==> src/logic/bmg_cfg.svh <==
`ifndef BMG_CFG_SVH
`define BMG_CFG_SVH

// ----------------------------------------
// Register offsets
// ----------------------------------------
`define BMG_OFS_LOW_DIR    8'h10
`define BMG_OFS_LOW_DAT    8'h11
`define BMG_OFS_HIGH_DIR   8'h12
`define BMG_OFS_HIGH_DAT   8'h13
`define BMG_OFS_CTRL_DIR   8'h14
`define BMG_OFS_CTRL_DAT   8'h15
`define BMG_OFS_MODE       8'h16

// ----------------------------------------
// Reset values
// ----------------------------------------
`define BMG_DIR_RST        8'hFF
`define BMG_CTRL_DIR_RST   4'hF
`define BMG_LATCH_POR      8'h00
`define BMG_CTRL_LATCH_POR 4'h0
`define BMG_BYTE_ZERO      8'h00
`define BMG_WORD_ZERO      16'h0000

// ----------------------------------------
// Field positions
// ----------------------------------------
`define BMG_BIT_ALE        0
`define BMG_BIT_OE         1
`define BMG_BIT_WR         2
`define BMG_BIT_CAP        3
`define BMG_CTRL_MSB       3
`define BMG_MODE_MSB       1
`define BMG_AD_LO_MSB      7
`define BMG_AD_HI_LSB      8
`define BMG_AD_HI_MSB      15
`define BMG_CTRL_BUS_PINS  4'h7

`endif

==> src/logic/bmg_pkg.sv <==
package bmg_pkg;

   // Device operating modes; the two middle ones hand the ports to the bus
   typedef enum logic [1:0] {
      BMG_MODE_MCU,
      BMG_MODE_EXT,
      BMG_MODE_MPU,
      BMG_MODE_PROT
   } bmg_mode_t;

   typedef struct packed {
      logic [7:0]  low_dir;
      logic [7:0]  low_dat;
      logic [7:0]  high_dir;
      logic [7:0]  high_dat;
      logic [3:0]  ctrl_dir;
      logic [3:0]  ctrl_dat;
      bmg_mode_t   mode;
      logic [7:0]  rdata;
      logic [15:0] ad_in;
      logic        cap_in;
   } bmg_state_t;

endpackage : bmg_pkg

==> src/logic/bmg_pin_cell.sv <==
`timescale 1ns/1ps

// Per-pin output mux: the alternate function, when enabled, owns both the
// level and the enable; otherwise the latch drives and the direction bit
// gates it (1 = input, so the active-low enable is simply the bit).
module bmg_pin_cell #(
   parameter int WIDTH = 8
) (
   input  wire logic [WIDTH-1:0] gpio_dat,
   input  wire logic [WIDTH-1:0] gpio_dir,
   input  wire logic [WIDTH-1:0] alt_en,
   input  wire logic [WIDTH-1:0] alt_out,
   input  wire logic [WIDTH-1:0] alt_oe_n,
   output logic      [WIDTH-1:0] pin_out,
   output logic      [WIDTH-1:0] pin_oe_n
);

   genvar i;
   generate
      for (i = 0; i < WIDTH; i++) begin : g_pin
         assign pin_out[i]  = alt_en[i] ? alt_out[i]  : gpio_dat[i];
         assign pin_oe_n[i] = alt_en[i] ? alt_oe_n[i] : gpio_dir[i];
      end
   endgenerate

endmodule // bmg_pin_cell

==> src/logic/bmg_ports.sv <==
// Local design decision: the strobed register port.
`timescale 1ns/1ps
`include "bmg_cfg.svh"

module bmg_ports (
   input  wire logic        SYS_CLK,
   input  wire logic        SRST,
   input  wire logic        WARM_RST,
   input  wire logic [7:0]  ADDR,
   input  wire logic [7:0]  WR_DATA,
   input  wire logic        WR_STB,
   input  wire logic        RD_STB,
   output logic      [7:0]  RD_DATA,
   input  wire logic [7:0]  LOW_PIN_IN,
   output logic      [7:0]  LOW_PIN_OUT,
   output logic      [7:0]  LOW_PIN_OE_N,
   input  wire logic [7:0]  HIGH_PIN_IN,
   output logic      [7:0]  HIGH_PIN_OUT,
   output logic      [7:0]  HIGH_PIN_OE_N,
   input  wire logic [3:0]  CTRL_PIN_IN,
   output logic      [3:0]  CTRL_PIN_OUT,
   output logic      [3:0]  CTRL_PIN_OE_N,
   input  wire logic [15:0] BUS_AD_OUT,
   input  wire logic        BUS_AD_DRIVE,
   input  wire logic        BUS_ALE,
   input  wire logic        BUS_OE_N,
   input  wire logic        BUS_WR_N,
   output logic      [15:0] BUS_AD_IN,
   output logic             BUS_MODE,
   output logic             FOURTH_CAPTURE_INPUT
);

   // ----------------------------------------
   // Decoding helpers
   // ----------------------------------------
   function automatic logic bus_sel(input bmg_pkg::bmg_mode_t m);
      bus_sel = (m == bmg_pkg::BMG_MODE_EXT) || (m == bmg_pkg::BMG_MODE_MPU);
   endfunction

   // Power-on latch value is a defined zero rather than unknown
   localparam bmg_pkg::bmg_state_t RST_ST = '{
      low_dir  : `BMG_DIR_RST,
      low_dat  : `BMG_LATCH_POR,
      high_dir : `BMG_DIR_RST,
      high_dat : `BMG_LATCH_POR,
      ctrl_dir : `BMG_CTRL_DIR_RST,
      ctrl_dat : `BMG_CTRL_LATCH_POR,
      mode     : bmg_pkg::BMG_MODE_MCU,
      rdata    : `BMG_BYTE_ZERO,
      ad_in    : `BMG_WORD_ZERO,
      cap_in   : 1'b0
   };

   bmg_pkg::bmg_state_t st_r;
   bmg_pkg::bmg_state_t st_nxt;
   logic                bus_on;
   logic [3:0]          ctrl_alt_en;
   logic [3:0]          ctrl_alt_out;
   logic [7:0]          ad_oe_n;

   assign bus_on = bus_sel(st_r.mode);

   // ----------------------------------------
   // Register file and sampled inputs
   // ----------------------------------------
   always_comb begin
      st_nxt        = st_r;
      st_nxt.ad_in  = {HIGH_PIN_IN, LOW_PIN_IN};
      st_nxt.cap_in = CTRL_PIN_IN[`BMG_BIT_CAP];
      st_nxt.rdata  = `BMG_BYTE_ZERO;
      if (WR_STB) begin
         case (ADDR)
            `BMG_OFS_LOW_DIR:  st_nxt.low_dir  = WR_DATA;
            `BMG_OFS_LOW_DAT:  st_nxt.low_dat  = WR_DATA;
            `BMG_OFS_HIGH_DIR: st_nxt.high_dir = WR_DATA;
            `BMG_OFS_HIGH_DAT: st_nxt.high_dat = WR_DATA;
            `BMG_OFS_CTRL_DIR: st_nxt.ctrl_dir = WR_DATA[`BMG_CTRL_MSB:0];
            `BMG_OFS_CTRL_DAT: st_nxt.ctrl_dat = WR_DATA[`BMG_CTRL_MSB:0];
            `BMG_OFS_MODE:     st_nxt.mode     = bmg_pkg::bmg_mode_t'(WR_DATA[`BMG_MODE_MSB:0]);
            default:           st_nxt.mode     = st_r.mode;
         endcase
      end
      if (RD_STB) begin
         case (ADDR)
            `BMG_OFS_LOW_DIR:  st_nxt.rdata = st_r.low_dir;
            `BMG_OFS_LOW_DAT:  st_nxt.rdata = LOW_PIN_IN;
            `BMG_OFS_HIGH_DIR: st_nxt.rdata = st_r.high_dir;
            `BMG_OFS_HIGH_DAT: st_nxt.rdata = HIGH_PIN_IN;
            `BMG_OFS_CTRL_DIR: st_nxt.rdata = {4'h0, st_r.ctrl_dir};
            `BMG_OFS_CTRL_DAT: st_nxt.rdata = {4'h0, CTRL_PIN_IN};
            `BMG_OFS_MODE:     st_nxt.rdata = {6'h00, st_r.mode};
            default:           st_nxt.rdata = `BMG_BYTE_ZERO;
         endcase
      end
      // Warm reset forces inputs but leaves latches and mode untouched
      if (WARM_RST) begin
         st_nxt.low_dir  = `BMG_DIR_RST;
         st_nxt.high_dir = `BMG_DIR_RST;
         st_nxt.ctrl_dir = `BMG_CTRL_DIR_RST;
      end
   end

   always_ff @(posedge SYS_CLK) begin
      if (SRST) begin
         st_r <= RST_ST;
      end else begin
         st_r <= st_nxt;
      end
   end

   // ----------------------------------------
   // Pin multiplexing
   // ----------------------------------------
   // The bus engine decides when address/data pins drive; in bus mode the strobes always drive
   assign ad_oe_n = {8{~BUS_AD_DRIVE}};

   always_comb begin
      ctrl_alt_en                  = bus_on ? `BMG_CTRL_BUS_PINS : 4'h0;
      ctrl_alt_out                 = 4'h0;
      ctrl_alt_out[`BMG_BIT_ALE]   = BUS_ALE;
      ctrl_alt_out[`BMG_BIT_OE]    = BUS_OE_N;
      ctrl_alt_out[`BMG_BIT_WR]    = BUS_WR_N;
   end

   bmg_pin_cell #(.WIDTH(8)) u_low (
      .gpio_dat (st_r.low_dat),
      .gpio_dir (st_r.low_dir),
      .alt_en   ({8{bus_on}}),
      .alt_out  (BUS_AD_OUT[`BMG_AD_LO_MSB:0]),
      .alt_oe_n (ad_oe_n),
      .pin_out  (LOW_PIN_OUT),
      .pin_oe_n (LOW_PIN_OE_N)
   );

   bmg_pin_cell #(.WIDTH(8)) u_high (
      .gpio_dat (st_r.high_dat),
      .gpio_dir (st_r.high_dir),
      .alt_en   ({8{bus_on}}),
      .alt_out  (BUS_AD_OUT[`BMG_AD_HI_MSB:`BMG_AD_HI_LSB]),
      .alt_oe_n (ad_oe_n),
      .pin_out  (HIGH_PIN_OUT),
      .pin_oe_n (HIGH_PIN_OE_N)
   );

   bmg_pin_cell #(.WIDTH(4)) u_ctrl (
      .gpio_dat (st_r.ctrl_dat),
      .gpio_dir (st_r.ctrl_dir),
      .alt_en   (ctrl_alt_en),
      .alt_out  (ctrl_alt_out),
      .alt_oe_n (4'h0),
      .pin_out  (CTRL_PIN_OUT),
      .pin_oe_n (CTRL_PIN_OE_N)
   );

   assign RD_DATA              = st_r.rdata;
   assign BUS_AD_IN            = st_r.ad_in;
   assign BUS_MODE             = bus_on;
   assign FOURTH_CAPTURE_INPUT = st_r.cap_in;
endmodule // bmg_ports

==> config.mk <==
export PLATFORM = sky130hd
export DESIGN_NAME = bmg_ports
export DESIGN_NICKNAME = d
export VERILOG_FILES = /design/src/logic/bmg_pkg.sv /design/src/logic/bmg_pin_cell.sv /design/src/logic/bmg_ports.sv
export VERILOG_INCLUDE_DIRS = /design/src /design/src/logic
export SDC_FILE = /design/constraint.sdc
export NUM_CORES = 1
export LEC_CHECK = 0
export BUFFER_PORTS_ARGS = -buffer_cell sky130_fd_sc_hd__buf_2
export CORE_ASPECT_RATIO = 0.8
export CORE_MARGIN = 3
export CORE_UTILIZATION = 42
export CTS_CLUSTER_SIZE = 24
export DETAILED_ROUTE_END_ITERATION = 10
export PLACE_DENSITY = 0.71
export RECOVER_POWER = 25
export SLEW_MARGIN = 20
export SYNTH_ARGS = -nofsm -noshare
export SYNTH_HDL_FRONTEND = slang
export SYNTH_SLANG_ARGS = --single-unit
==> constraint.sdc <==
create_clock -name SYS_CLK -period 1.92 [get_ports SYS_CLK]
set_clock_uncertainty 0.05 [all_clocks]
set_input_delay 0.288 -clock SYS_CLK [delete_from_list [all_inputs] [get_ports SYS_CLK]]
set_output_delay 0.288 -clock SYS_CLK [all_outputs]
set_load 0.02 [all_outputs]
### Yosys cells after proc, flatten, opt, wreduce, memory -nomap -nowiden

Index checks and enable logic that the tools add are counted.

* output and inout bits: 66
* word-level logic and storage cells: 73
* input port bits: 61
* bits in registers: 67

* reduce and logical (&&, ||, !) cells: 10
* eq/ne operators: 9
* muxes and demuxes: 42
* bitwise operators: 2

Operators by type and width (count)
* == test 8 x 5 -> 1 bit, second input constant: 7
* case mux 8 bit (7 select lines): 1
* two-way mux 1 bit: 40
* AND reduction 2 bit: 7
* OR reduction 2 bit: 2
* two-way mux 3 bit: 1
* == test 2 x 1 -> 1 bit, second input constant: 1
* == test 2 bit, second input constant: 1
* NOT 1 bit: 2
* logical OR 1 bit: 1

### Depth between registers and ports, before layout

Gate-level depths: netlist (run 1).

* depth after elaboration: 4
* depth in mapped cells: 7
* depth with buffers taken out: 4

### Modules after synthesis

From an unflattened synthesis (run 1), not the netlist that was laid out.

* cell total of the unflattened synthesis: 325
* area total of the unflattened synthesis: 3535.9 um2

Modules (own cells, without submodules)
* bmg_ports: times used 1, seq. area each 1341.3 um2, area an instance 2957.8 um2, cells each 285
* bmg_pin_cell (u_high ...): times used 2, seq. area each 0.0 um2, area an instance 232.7 um2, cells each 16
* bmg_pin_cell (u_ctrl): times used 1, seq. area each 0.0 um2, area an instance 112.6 um2, cells each 8

### Worst setup path after synthesis (run 1)

OpenSTA, ideal clock, no wires.

* kind: register to output
* start point: reg st_r[26] (netlist bit)
* end point: out HIGH_PIN_OE_N[0]
* path slack: 319 ps
* stages on the path, launching flop included: 4
* data arrival time: 1263 ps
* buffers on the path: 1
* required time: 1582 ps
* path through: dfxtp_1 > xor2_1 > clkbuf_1 > o21a_1

* word-level cells in the longest chain between the ends: 3
* elaborated cells between the ends (all ways): 4
* those cells by class: 2 x eq/ne; 1 x mux; 1 x reduce/logical

RTL lines
* from (decl): RTL line bmg_ports.sv:54 `bmg_pkg::bmg_state_t st_r;`
* from (signal assigned): RTL line bmg_ports.sv:107 `st_r <= st_nxt;`
* == test 2 x 1 -> 1 bit / == test 2 bit (equally long branches): RTL line bmg_ports.sv:37 `bus_sel = (m == bmg_pkg::BMG_MODE_EXT) || (m == bmg_pkg::BMG_MODE_MPU);`
* logical OR 1 bit *: RTL line bmg_ports.sv:37
* net BUS_MODE: RTL line bmg_ports.sv:29 `output logic BUS_MODE,`
* two-way mux 1 bit *: RTL line bmg_pin_cell.sv:22 `assign pin_oe_n[i] = alt_en[i] ? alt_oe_n[i] : gpio_dir[i];`
* to (decl): RTL line bmg_ports.sv:19 `output logic [7:0] HIGH_PIN_OE_N,`

Mark *: on every way through the listed nets, which the timed path passes. The rest lies on a longest branch.

### Worst setup path in the final report (run 1)

* start point: reg st_r[25] (netlist bit)
* end point: out CTRL_PIN_OUT[2]

* word-level cells in the longest chain between the ends: 4
* elaborated cells between the ends (all ways): 5
* those cells by class: 2 x eq/ne; 2 x mux; 1 x reduce/logical

RTL lines
* == test 2 x 1 -> 1 bit / == test 2 bit (equally long branches): RTL line bmg_ports.sv:37
* logical OR 1 bit *: RTL line bmg_ports.sv:37
* two-way mux 3 bit *: RTL line bmg_ports.sv:118 `` ctrl_alt_en = bus_on ? `BMG_CTRL_BUS_PINS : 4'h0; ``
* two-way mux 1 bit *: RTL line bmg_pin_cell.sv:21 `assign pin_out[i] = alt_en[i] ? alt_out[i] : gpio_dat[i];`
* to (decl): RTL line bmg_ports.sv:21 `output logic [3:0] CTRL_PIN_OUT,`

Mark *: on every way between the ends. The rest lies on a longest branch, timed or not.

==> results of run 1 <==
[routing by layer]
metal	track usage (%)	share of wire, %	vias up	wire (µm)
met3	6.099	7.9	15	703
met5	0	0	-	0
met2	31.97	46	117	4065
met4	6.353	1.5	0	133
met1	26.64	45	1267	3951
li1	-	-	1299	-
[sequential cells by signal (all words and copies together), names as in the netlist]
register and cells:
FOURTH_CAPTURE_INPUT 1, BUS_AD_IN 16, RD_DATA 8, st_r 42
[cells by family (layout without fill, tap and decap cells)]
family,count (synthesis),in the layout,synth area share (%)
compound gates,32,32,7.625
xor+xnor,1,1,0.2766
buf+inv,51,166,10.11
flops,67,67,42.35
mux,73,73,24.18
simple gates,95,95,15.45
[worst max path at each step]
stage / endpoint / slack (ps) / cells past startpoint
after floorplan: HIGH_PIN_OE_N[0] / 320 / 3
after global placement: LOW_PIN_OUT[7] / 150 / 4
after detailed placement: st_r[61] / 150 / 6
after CTS: LOW_PIN_OE_N[4] / -60 / 6
after global routing: LOW_PIN_OUT[0] / -120 / 5
final: CTRL_PIN_OUT[2] / -70 / 5
[power breakdown]
part	internal, mW	switching (mW)
sequential	1.41	0.00454
combinational	0.115	0.143
clock	0.663	0.517
[cells in the final DEF (no fill, tap or decap), types with 4 or more instances in the layout]
cell	instances
a221oi_1	4
buf_2	85
buf_4	11
buf_6	34
buf_8	4
clkbuf_1	11
clkbuf_8	11
dfxtp_1	65
inv_1	4
mux2_2	9
mux2_4	19
mux2i_1	45
nand2_1	22
nor2_1	33
nor2b_1	19
o21a_1	16
[metrics by stage]
step                instances  utilization (%)  instance area, µm²  setup TNS, ps  hold slack [ps]
floorplan                 319                -                3167              0            363.1
global placement          501            53.07                3765              0            414.8
detailed placement        501            53.07                3765              0            422.3
CTS                       522            60.88                4319          -1735            109.7
global route              521            60.88                4319          -2243            126.2
finish                    521            60.88                4319          -1229            118.0
[worst max-delay path: stages, from the launching register on]
cell and delay, ps:
dfxtp_4 370, xor2_4 220, buf_12 150, buf_8 130, mux2_4 310, buf_6 130
[what timing repair did]
action / in CTS / in global routing
hold buffers: 0 / 0
pin swaps: 4 / 3
endpoints found under the hold margin: 0 / 0
setup buffers: 5 / 0
gates resized for setup: 89 / 12
cloned: 2 / 0
setup endpoints to repair: 35 / 35
[final cells by class]
| class | count | area [µm²] |
|---|---|---|
| fill | 610 | 2775 |
| multi-input combinational | 201 | 1603 |
| sequential | 67 | 1349 |
| timing repair buffer | 147 | 1050 |
| clock buffer | 13 | 158.9 |
| tap | 87 | 108.9 |
| clock inverter | 2 | 35.03 |
| inverter | 4 | 15.01 |
==> results.toml, run 1 <==
[sta]
tightest_slew_ps = 664.4
rsz0062_at_grt = "true"
setup_viol = 23
setup_ws_ps = -72.30
period_share_pct = 103.8
hold_viol = 0
slew_headroom_pct = 55.70
fmax_mhz = 501.9
min_period_ps = 1992
slew_viol_final = 0

[worst_setup_path]
arrival_ps = 1650
crit_fanout = 6
critPathLaunch = "st_r[25]"
worstSetupPathType = "flip-flop to primary output"
timing.rr.end = "RD_DATA[1]"
rrSetupSlack_ps = 660
critPathLaunchType = "flip-flop"
worstRegToRegCells = 5
crit_required_ps = 1580
worstSetupEndpointType = "primary output"
r2r_start = "st_r[26]"

[finish]
diodes = 0
final_layout_size_suffix_gt1_share_pct = 43.09
final_nets = 491
syn2layout_area_growth_pct = 36.39

[route]
via_per_inst = 5.179
firstDrtPassIters = 4
routedWlPerCell_um = 16.99
wirelength_mm = 8.854
drt-initial-drc-count = 127
ant_nets = 0
via_count = 2698
route.detailed.drc = 0

[logic_synthesis]
synth-edff-count = 0
syn_inst = 319
synthesis.nets = 380
synth_top_cell_area_share_pct = 42.35
synth_cell_type_count = 32
yosys.cell_count.top_type = "dfxtp_1"
yosys.area.top_type = "dfxtp_1"
synth_ff_type = "dfxtp_1"
synthTopCellsByCount = "dfxtp_1, mux2i_1, nor2_1"
mappedNetlistArea_um2 = 3167
ys_warn_count = 0
synthArstFlopShare_pct = 0
yosysSeqAreaShare_pct = 42.35
ys_top_cells_by_area = "dfxtp_1, mux2i_1, mux2_2, buf_4, nor2_1"
ys_seq_elements = 67
syn_area_per_cell_um2 = 9.927

[placed_design]
io_buffers = 126
routabilityCongestion = 0.8314
post-place-ws_ps = 151.1
post-dp-hpwl_mm = 6.219

[clock_network]
cts_made_buffers = 9
cts.sinks = 67
tritoncts = "built"
clkTransAtPathRegs_ps = 70
clk_latency_ps = 340
cts_max_level = 3
clock_path_buffers = 2
cts_root_buffer = "clkbuf_8"

[hold_path]
min_path_type = "primary input to flip-flop"
hold_depth = 2
min_to = "BUS_AD_IN[9]"
hp-start = "HIGH_PIN_IN[1]"

[outcome]
status = "complete, but fails checks"
failed_checks = "setup timing"

[floorplan]
initial_core_util_pct = 44.64
dieArea_um2 = 8624
dieHeight_um = 83.67
num_io_pins = 127
die_x_um = 103.1
row_count = 27
core_um2 = 7094

[pwr]
finalPower_mw = 2.849
ir_drop_mv = 0.3162
power_density_nw_per_um2 = 659.7
p_leak_nw = 1.998

[global_route]
overflow = 0
antenna_found_initial = 0
groute.usage.overall_pct = 20.37
grt_max_degree = 27
grt_pass1_wl_mm = 13.70
grt_pass1_vias = 2708

[job]
cap_viol_max_count = 0
(Power assumes the default switching activity.)
==> inputs of run 2 (changes only) <==
--- a/config.mk
+++ b/config.mk
@@ -8,7 +8,7 @@
 export LEC_CHECK = 0
 export BUFFER_PORTS_ARGS = -buffer_cell sky130_fd_sc_hd__buf_2
 export CORE_ASPECT_RATIO = 0.8
-export CORE_MARGIN = 3
+export CORE_MARGIN = 10
 export CORE_UTILIZATION = 42
 export CTS_CLUSTER_SIZE = 24
 export DETAILED_ROUTE_END_ITERATION = 10
==> constraint.sdc (replaced) <==
create_clock -name SYS_CLK -period 1.92 [get_ports SYS_CLK]
set_clock_uncertainty 0.05 [all_clocks]
set_input_delay 0.288 -clock SYS_CLK [delete_from_list [all_inputs] [get_ports SYS_CLK]]
set_output_delay 0.288 -clock SYS_CLK [all_outputs]
set_load 0.1 [all_outputs]
==> run 2 against run 1 <==
  * The flow still finishes with violations (setup timing)
  * Critical endpoint is now LOW_PIN_OE_N[0]
  * Clock-buffer cell count down 1
  * Non-clock buffer count grew 4
  * Cell count rose by 1.3%
  * Combinational power grew 53%
  * Setup slack got worse by 62 ps
  * Clock power fell by 14%
  * Wire length up 18%
  * Critical path depth up 2
  * Utilization grew 5.5 points
==> results.toml, run 2 (same netlist as run 1, synthesis figures left out) <==
[worst_setup_path]
cp_num_cells = 7
crit_required_ps = 1580
critPathLaunchType = "flip-flop"
critical_path.most_common_cell = "buf_12"
worstSetupPathType = "flip-flop to primary output"
slowest_stage = "dfxtp_4"
crit_fanout = 8
cpPeakStageDelay_ps = 370
path_delay_family = "buffers and inverters"
worstRegToRegCells = 5
worstSetupEndpointType = "primary output"
crit_chain = "xor2_4 > buf_12 > buf_12 > nand2_8 > buf_8 > o21a_4 > buf_12"
arrival_ps = 1720
critPathBufInv = 4

[clock_network]
ctsHoldBuffers = 0
clkTransAtPathRegs_ps = 70
clk_latency_ps = 340
cts_max_level = 3
tritoncts = "built"
clock_path_buffers = 2
cts.sinks = 67
cts_made_buffers = 9
cts_root_buffer = "clkbuf_8"

[finish]
syn2layout_area_growth_pct = 54.25
largest_reg_flops = 42
final_layout_size_suffix_gt1_share_pct = 49.77
final_nets = 495
mostFrequentLayoutCells = "buf_2, dfxtp_1, mux2i_1"
largest-register = "st_r"
diodes = 0
mostFrequentLayoutCell = "buf_2"
final_area_um2 = 4885
fill_cells = 561

[route]
ant_nets = 0
via_per_inst = 5.206
via_count = 2749
route.detailed.drc = 0
drt-initial-drc-count = 139
routedWlPerCell_um = 19.83
wirelength_mm = 10.47
firstDrtPassIters = 4

[floorplan]
dieArea_um2 = 11430
row_count = 28
core_um2 = 7357
die_x_um = 117.1
dieHeight_um = 97.67
initial_core_util_pct = 43.04
num_io_pins = 127

[sta]
min_period_ps = 2054
slew_headroom_pct = 41.58
setup_viol = 36
whs_ps = 123.1
fmax_mhz = 486.8
rsz0062_at_grt = "true"
setup_ws_ps = -134.4
tightest_slew_ps = 876.3
period_share_pct = 107.0
slew_viol_final = 0
hold_viol = 0

[global_route]
grt_pass1_wl_mm = 15.99
overflow = 0
antenna_found_initial = 0
grt_pass1_vias = 2977
grt_max_degree = 23
groute.usage.overall_pct = 17.92

[placed_design]
io_buffers = 126
routabilityCongestion = 0.7784
placed_area_um2 = 4116
post-dp-hpwl_mm = 7.045

[outcome]
failed_checks = "setup timing"
status = "complete, but fails checks"

[pwr]
power_density_nw_per_um2 = 576.0
finalPower_mw = 2.814
p_leak_nw = 2.220
ir_drop_mv = 0.3547

[hold_path]
min_path_type = "primary input to flip-flop"
hold_depth = 2

[job]
cap_viol_max_count = 0
==> run 2: final timing paths <==
path	slack, ps	endpoint	start
setup / recovery	-130	LOW_PIN_OE_N[0]	st_r[25]
hold / removal	120	BUS_AD_IN[11]	HIGH_PIN_IN[3]
setup reg to reg	530	RD_DATA[0]	st_r[25]
hold reg to reg	460	st_r[32]	st_r[32]
==> run 2: metrics by stage <==
step	utilization, %	TNS, ps	worst slack [ps]	instances
floorplan	-	-245.2	-81.74	319
global placement	55.95	0	112.1	503
finish	66.39	-3831	-134.4	528
global route	66.39	-5416	-181.9	528
detailed placement	55.95	0	80.91	503
CTS	66.16	-4339	-137.5	528
==> run 2: cell type report <==
type,count,area (µm²),area share (%)
well taps,90,112.6,2.305
clock buffers,12,145.1,2.971
clock inverters,3,15.01,0.3074
flip-flops and latches,67,1349,27.61
multi-input cells,201,1735,35.53
inverters,4,15.01,0.3074
repair buffers,151,1513,30.97
==> run 2: timing repair <==
item,4_1_cts,5_1_grt
buffers inserted,8,1
resized for setup,109,15
cloned,3,0
pin swaps,2,1
endpoints found under the setup margin,35,38
==> run 2: worst reg2reg max path, stage by stage (launching register included) <==
cell	delay (ps)
dfxtp_4	370
buf_4	140
mux2_2	260
a22oi_1	240
or3_1	150
a31oi_1	60
==> run 2: routing by layer <==
layer	routed length, µm	share of wire, %	global-route usage, %	up-vias
li1	-	-	-	1305
met1	4351	42	21.36	1322
met2	4898	47	28.08	112
met3	1081	10	8.765	10
met4	139	1.3	4.269	0
met5	0	0	0	-
==> run 2: power by group <==
part | leakage [nW] | switching (mW) | internal [mW]
combinational | 1.59 | 0.276 | 0.120
sequential | 0.547 | 0.00409 | 1.41
clock | 0.0860 | 0.516 | 0.491
total | 2.22 | 0.796 | 2.02
==> inputs of run 3 (changes only) <==
--- a/config.mk
+++ b/config.mk
@@ -14,6 +14,7 @@
 export DETAILED_ROUTE_END_ITERATION = 10
 export PLACE_DENSITY = 0.71
 export RECOVER_POWER = 25
+export SETUP_SLACK_MARGIN = 0.02
 export SLEW_MARGIN = 20
 export SYNTH_ARGS = -nofsm -noshare
 export SYNTH_HDL_FRONTEND = slang
==> run 3 against run 2 <==
  * The run still ends with setup timing left
  * Combinational power about the same
  * Setup slack got worse by 1.3 ps
  * Non-clock buffer count is 1 higher
  * Sequential cell count unchanged
  * First-iteration DRC count grew 2.9%
  * Critical path type unchanged
  * Largest cell class unchanged
==> results.toml, run 3 (same netlist as run 1, synthesis figures left out) <==
[floorplan]
num_io_pins = 127
dieHeight_um = 97.67
core_um2 = 7357
row_count = 28
dieArea_um2 = 11430
initial_core_util_pct = 43.04
die_x_um = 117.1

[worst_setup_path]
rrSetupSlack_ps = 560
r2r_start = "st_r[25]"
critPathBufInv = 3
cpPeakStageDelay_ps = 360
arrival_ps = 1720
timing.rr.end = "RD_DATA[0]"
critical_path.most_common_cell = "buf_12"
path_delay_family = "buffers and inverters"
crit_required_ps = 1580
crit_fanout = 8
worstRegToRegCells = 5
critPathLaunch = "st_r[25]"
critPathLaunchType = "flip-flop"
slowest_stage = "dfxtp_4"
crit_chain = "xor2_4 > buf_6 > buf_12 > mux2_4 > buf_12"
worstSetupPathType = "flip-flop to primary output"
worstSetupEndpointType = "primary output"

[pwr]
power_switching_mw = 0.8310
seqPwrFrac_pct = 46.6
p_int_mw = 2.198
p_leak_nw = 2.252
power_density_nw_per_um2 = 607.8
ir_drop_mv = 0.3262
swShare_pct = 27.43
p_comb_share_pct = 13.1
finalPower_mw = 3.029
clkPwrFrac_pct = 40.3

[sta]
period_share_pct = 107.1
fmax_mhz = 486.5
min_period_ps = 2056
tns_ps = -4078
setup_viol = 36
slew_headroom_pct = 32.89
setup_ws_ps = -135.6
slew_viol_final = 0
whs_ps = 111.5
tightest_slew_ps = 1007
rsz0062_at_grt = "true"
hold_viol = 0

[finish]
largest_reg_flops = 42
postLayoutCoreUtil_pct = 67.74
largest-register = "st_r"
fill_cells = 534
seqCellArea_um2 = 1349
final_layout_size_suffix_gt1_share_pct = 50.45
syn2layout_area_growth_pct = 57.37
mostFrequentLayoutCell = "buf_2"
final-instance-count-excl-fill = 530
mostFrequentLayoutCells = "buf_2, dfxtp_1, mux2i_1"
final_nets = 496
final_area_um2 = 4984
diodes = 0
multi_input_area_um2 = 1754

[placed_design]
placed_area_um2 = 4079
io_buffers = 126
post-place-ws_ps = 69.32
post-dp-hpwl_mm = 7.115
routabilityCongestion = 0.7982
placed_cells = 502

[clock_network]
clk_latency_ps = 340
cts_max_level = 3
ctsHoldBuffers = 0
cts.sinks = 67
clkTransAtPathRegs_ps = 70
cts_made_buffers = 9
tritoncts = "built"
clock_path_buffers = 2
cts_root_buffer = "clkbuf_8"

[route]
route.detailed.drc = 0
via_count = 2732
wirelength_mm = 10.54
ant_nets = 0
routedWlPerCell_um = 19.89
firstDrtPassIters = 4
drt-initial-drc-count = 143
via_per_inst = 5.155

[global_route]
antenna_found_initial = 0
groute.usage.overall_pct = 18.40
grt_pass1_wl_mm = 16.19
overflow = 0
grt_max_degree = 23
grt_pass1_vias = 2911

[hold_path]
hold_depth = 2
hp-start = "HIGH_PIN_IN[3]"
min_to = "BUS_AD_IN[11]"
min_path_type = "primary input to flip-flop"

[outcome]
status = "complete, but fails checks"
failed_checks = "setup timing"

[job]
cap_viol_max_count = 0
run 3: cell types whose count changed in the layout (fill, tap and decap cells not counted), sizes merged:
cell and delta:
clkinvlp +3, clkinv -2, buf +1, bufinv +1, clkbuf -1
run 3: how the worst max path moves through the flow:
stage	end	slack (ps)	depth (start not counted)
final	LOW_PIN_OUT[7]	-140	5
after global routing	LOW_PIN_OUT[4]	-200	5
after CTS	LOW_PIN_OE_N[4]	-140	7
after detailed placement	HIGH_PIN_OUT[6]	70	4
after global placement	HIGH_PIN_OUT[2]	120	4
after floorplan	HIGH_PIN_OE_N[0]	40	3
run 3: power groups by stage:
stage / Clock, mW / Sequential [mW] / Combinational, mW
global placement: 0 / 1.44 / 0.380
floorplan: 0 / 1.45 / 0.272
finish: 1.22 / 1.41 / 0.398
detailed placement: 0 / 1.45 / 0.386
CTS: 1.24 / 1.41 / 0.397
global route: 1.33 / 1.41 / 0.420
run 3: layout make-up:
| type | count | share of cell area, % |
|---|---|---|
| well taps | 90 | 2.260 |
| inverters | 4 | 0.3013 |
| repair buffers | 152 | 30.91 |
| flip-flops and latches | 67 | 27.06 |
| clock inverters | 5 | 1.230 |
| multi-input cells | 201 | 35.20 |
| clock buffers | 11 | 3.038 |
run 3: layer usage:
metal  GRT usage, %  routed length (µm)
met1          21.88                4272
met2          28.81                5036
met3          8.148                1064
met4          5.787                 170
met5              0                   0
run 3: repair_timing:
item / in CTS / in global routing
resized for setup: 123 / 13
pin swaps: 2 / 2
gates cloned: 4 / 0
setup endpoints to repair: 37 / 38
buffers inserted: 8 / 0
run 3: worst register-to-register path: stages (launching register included):
cell and delay, ps:
dfxtp_4 360, buf_4 140, mux2_2 260, a22oi_1 220, or3_1 140, a31oi_1 70
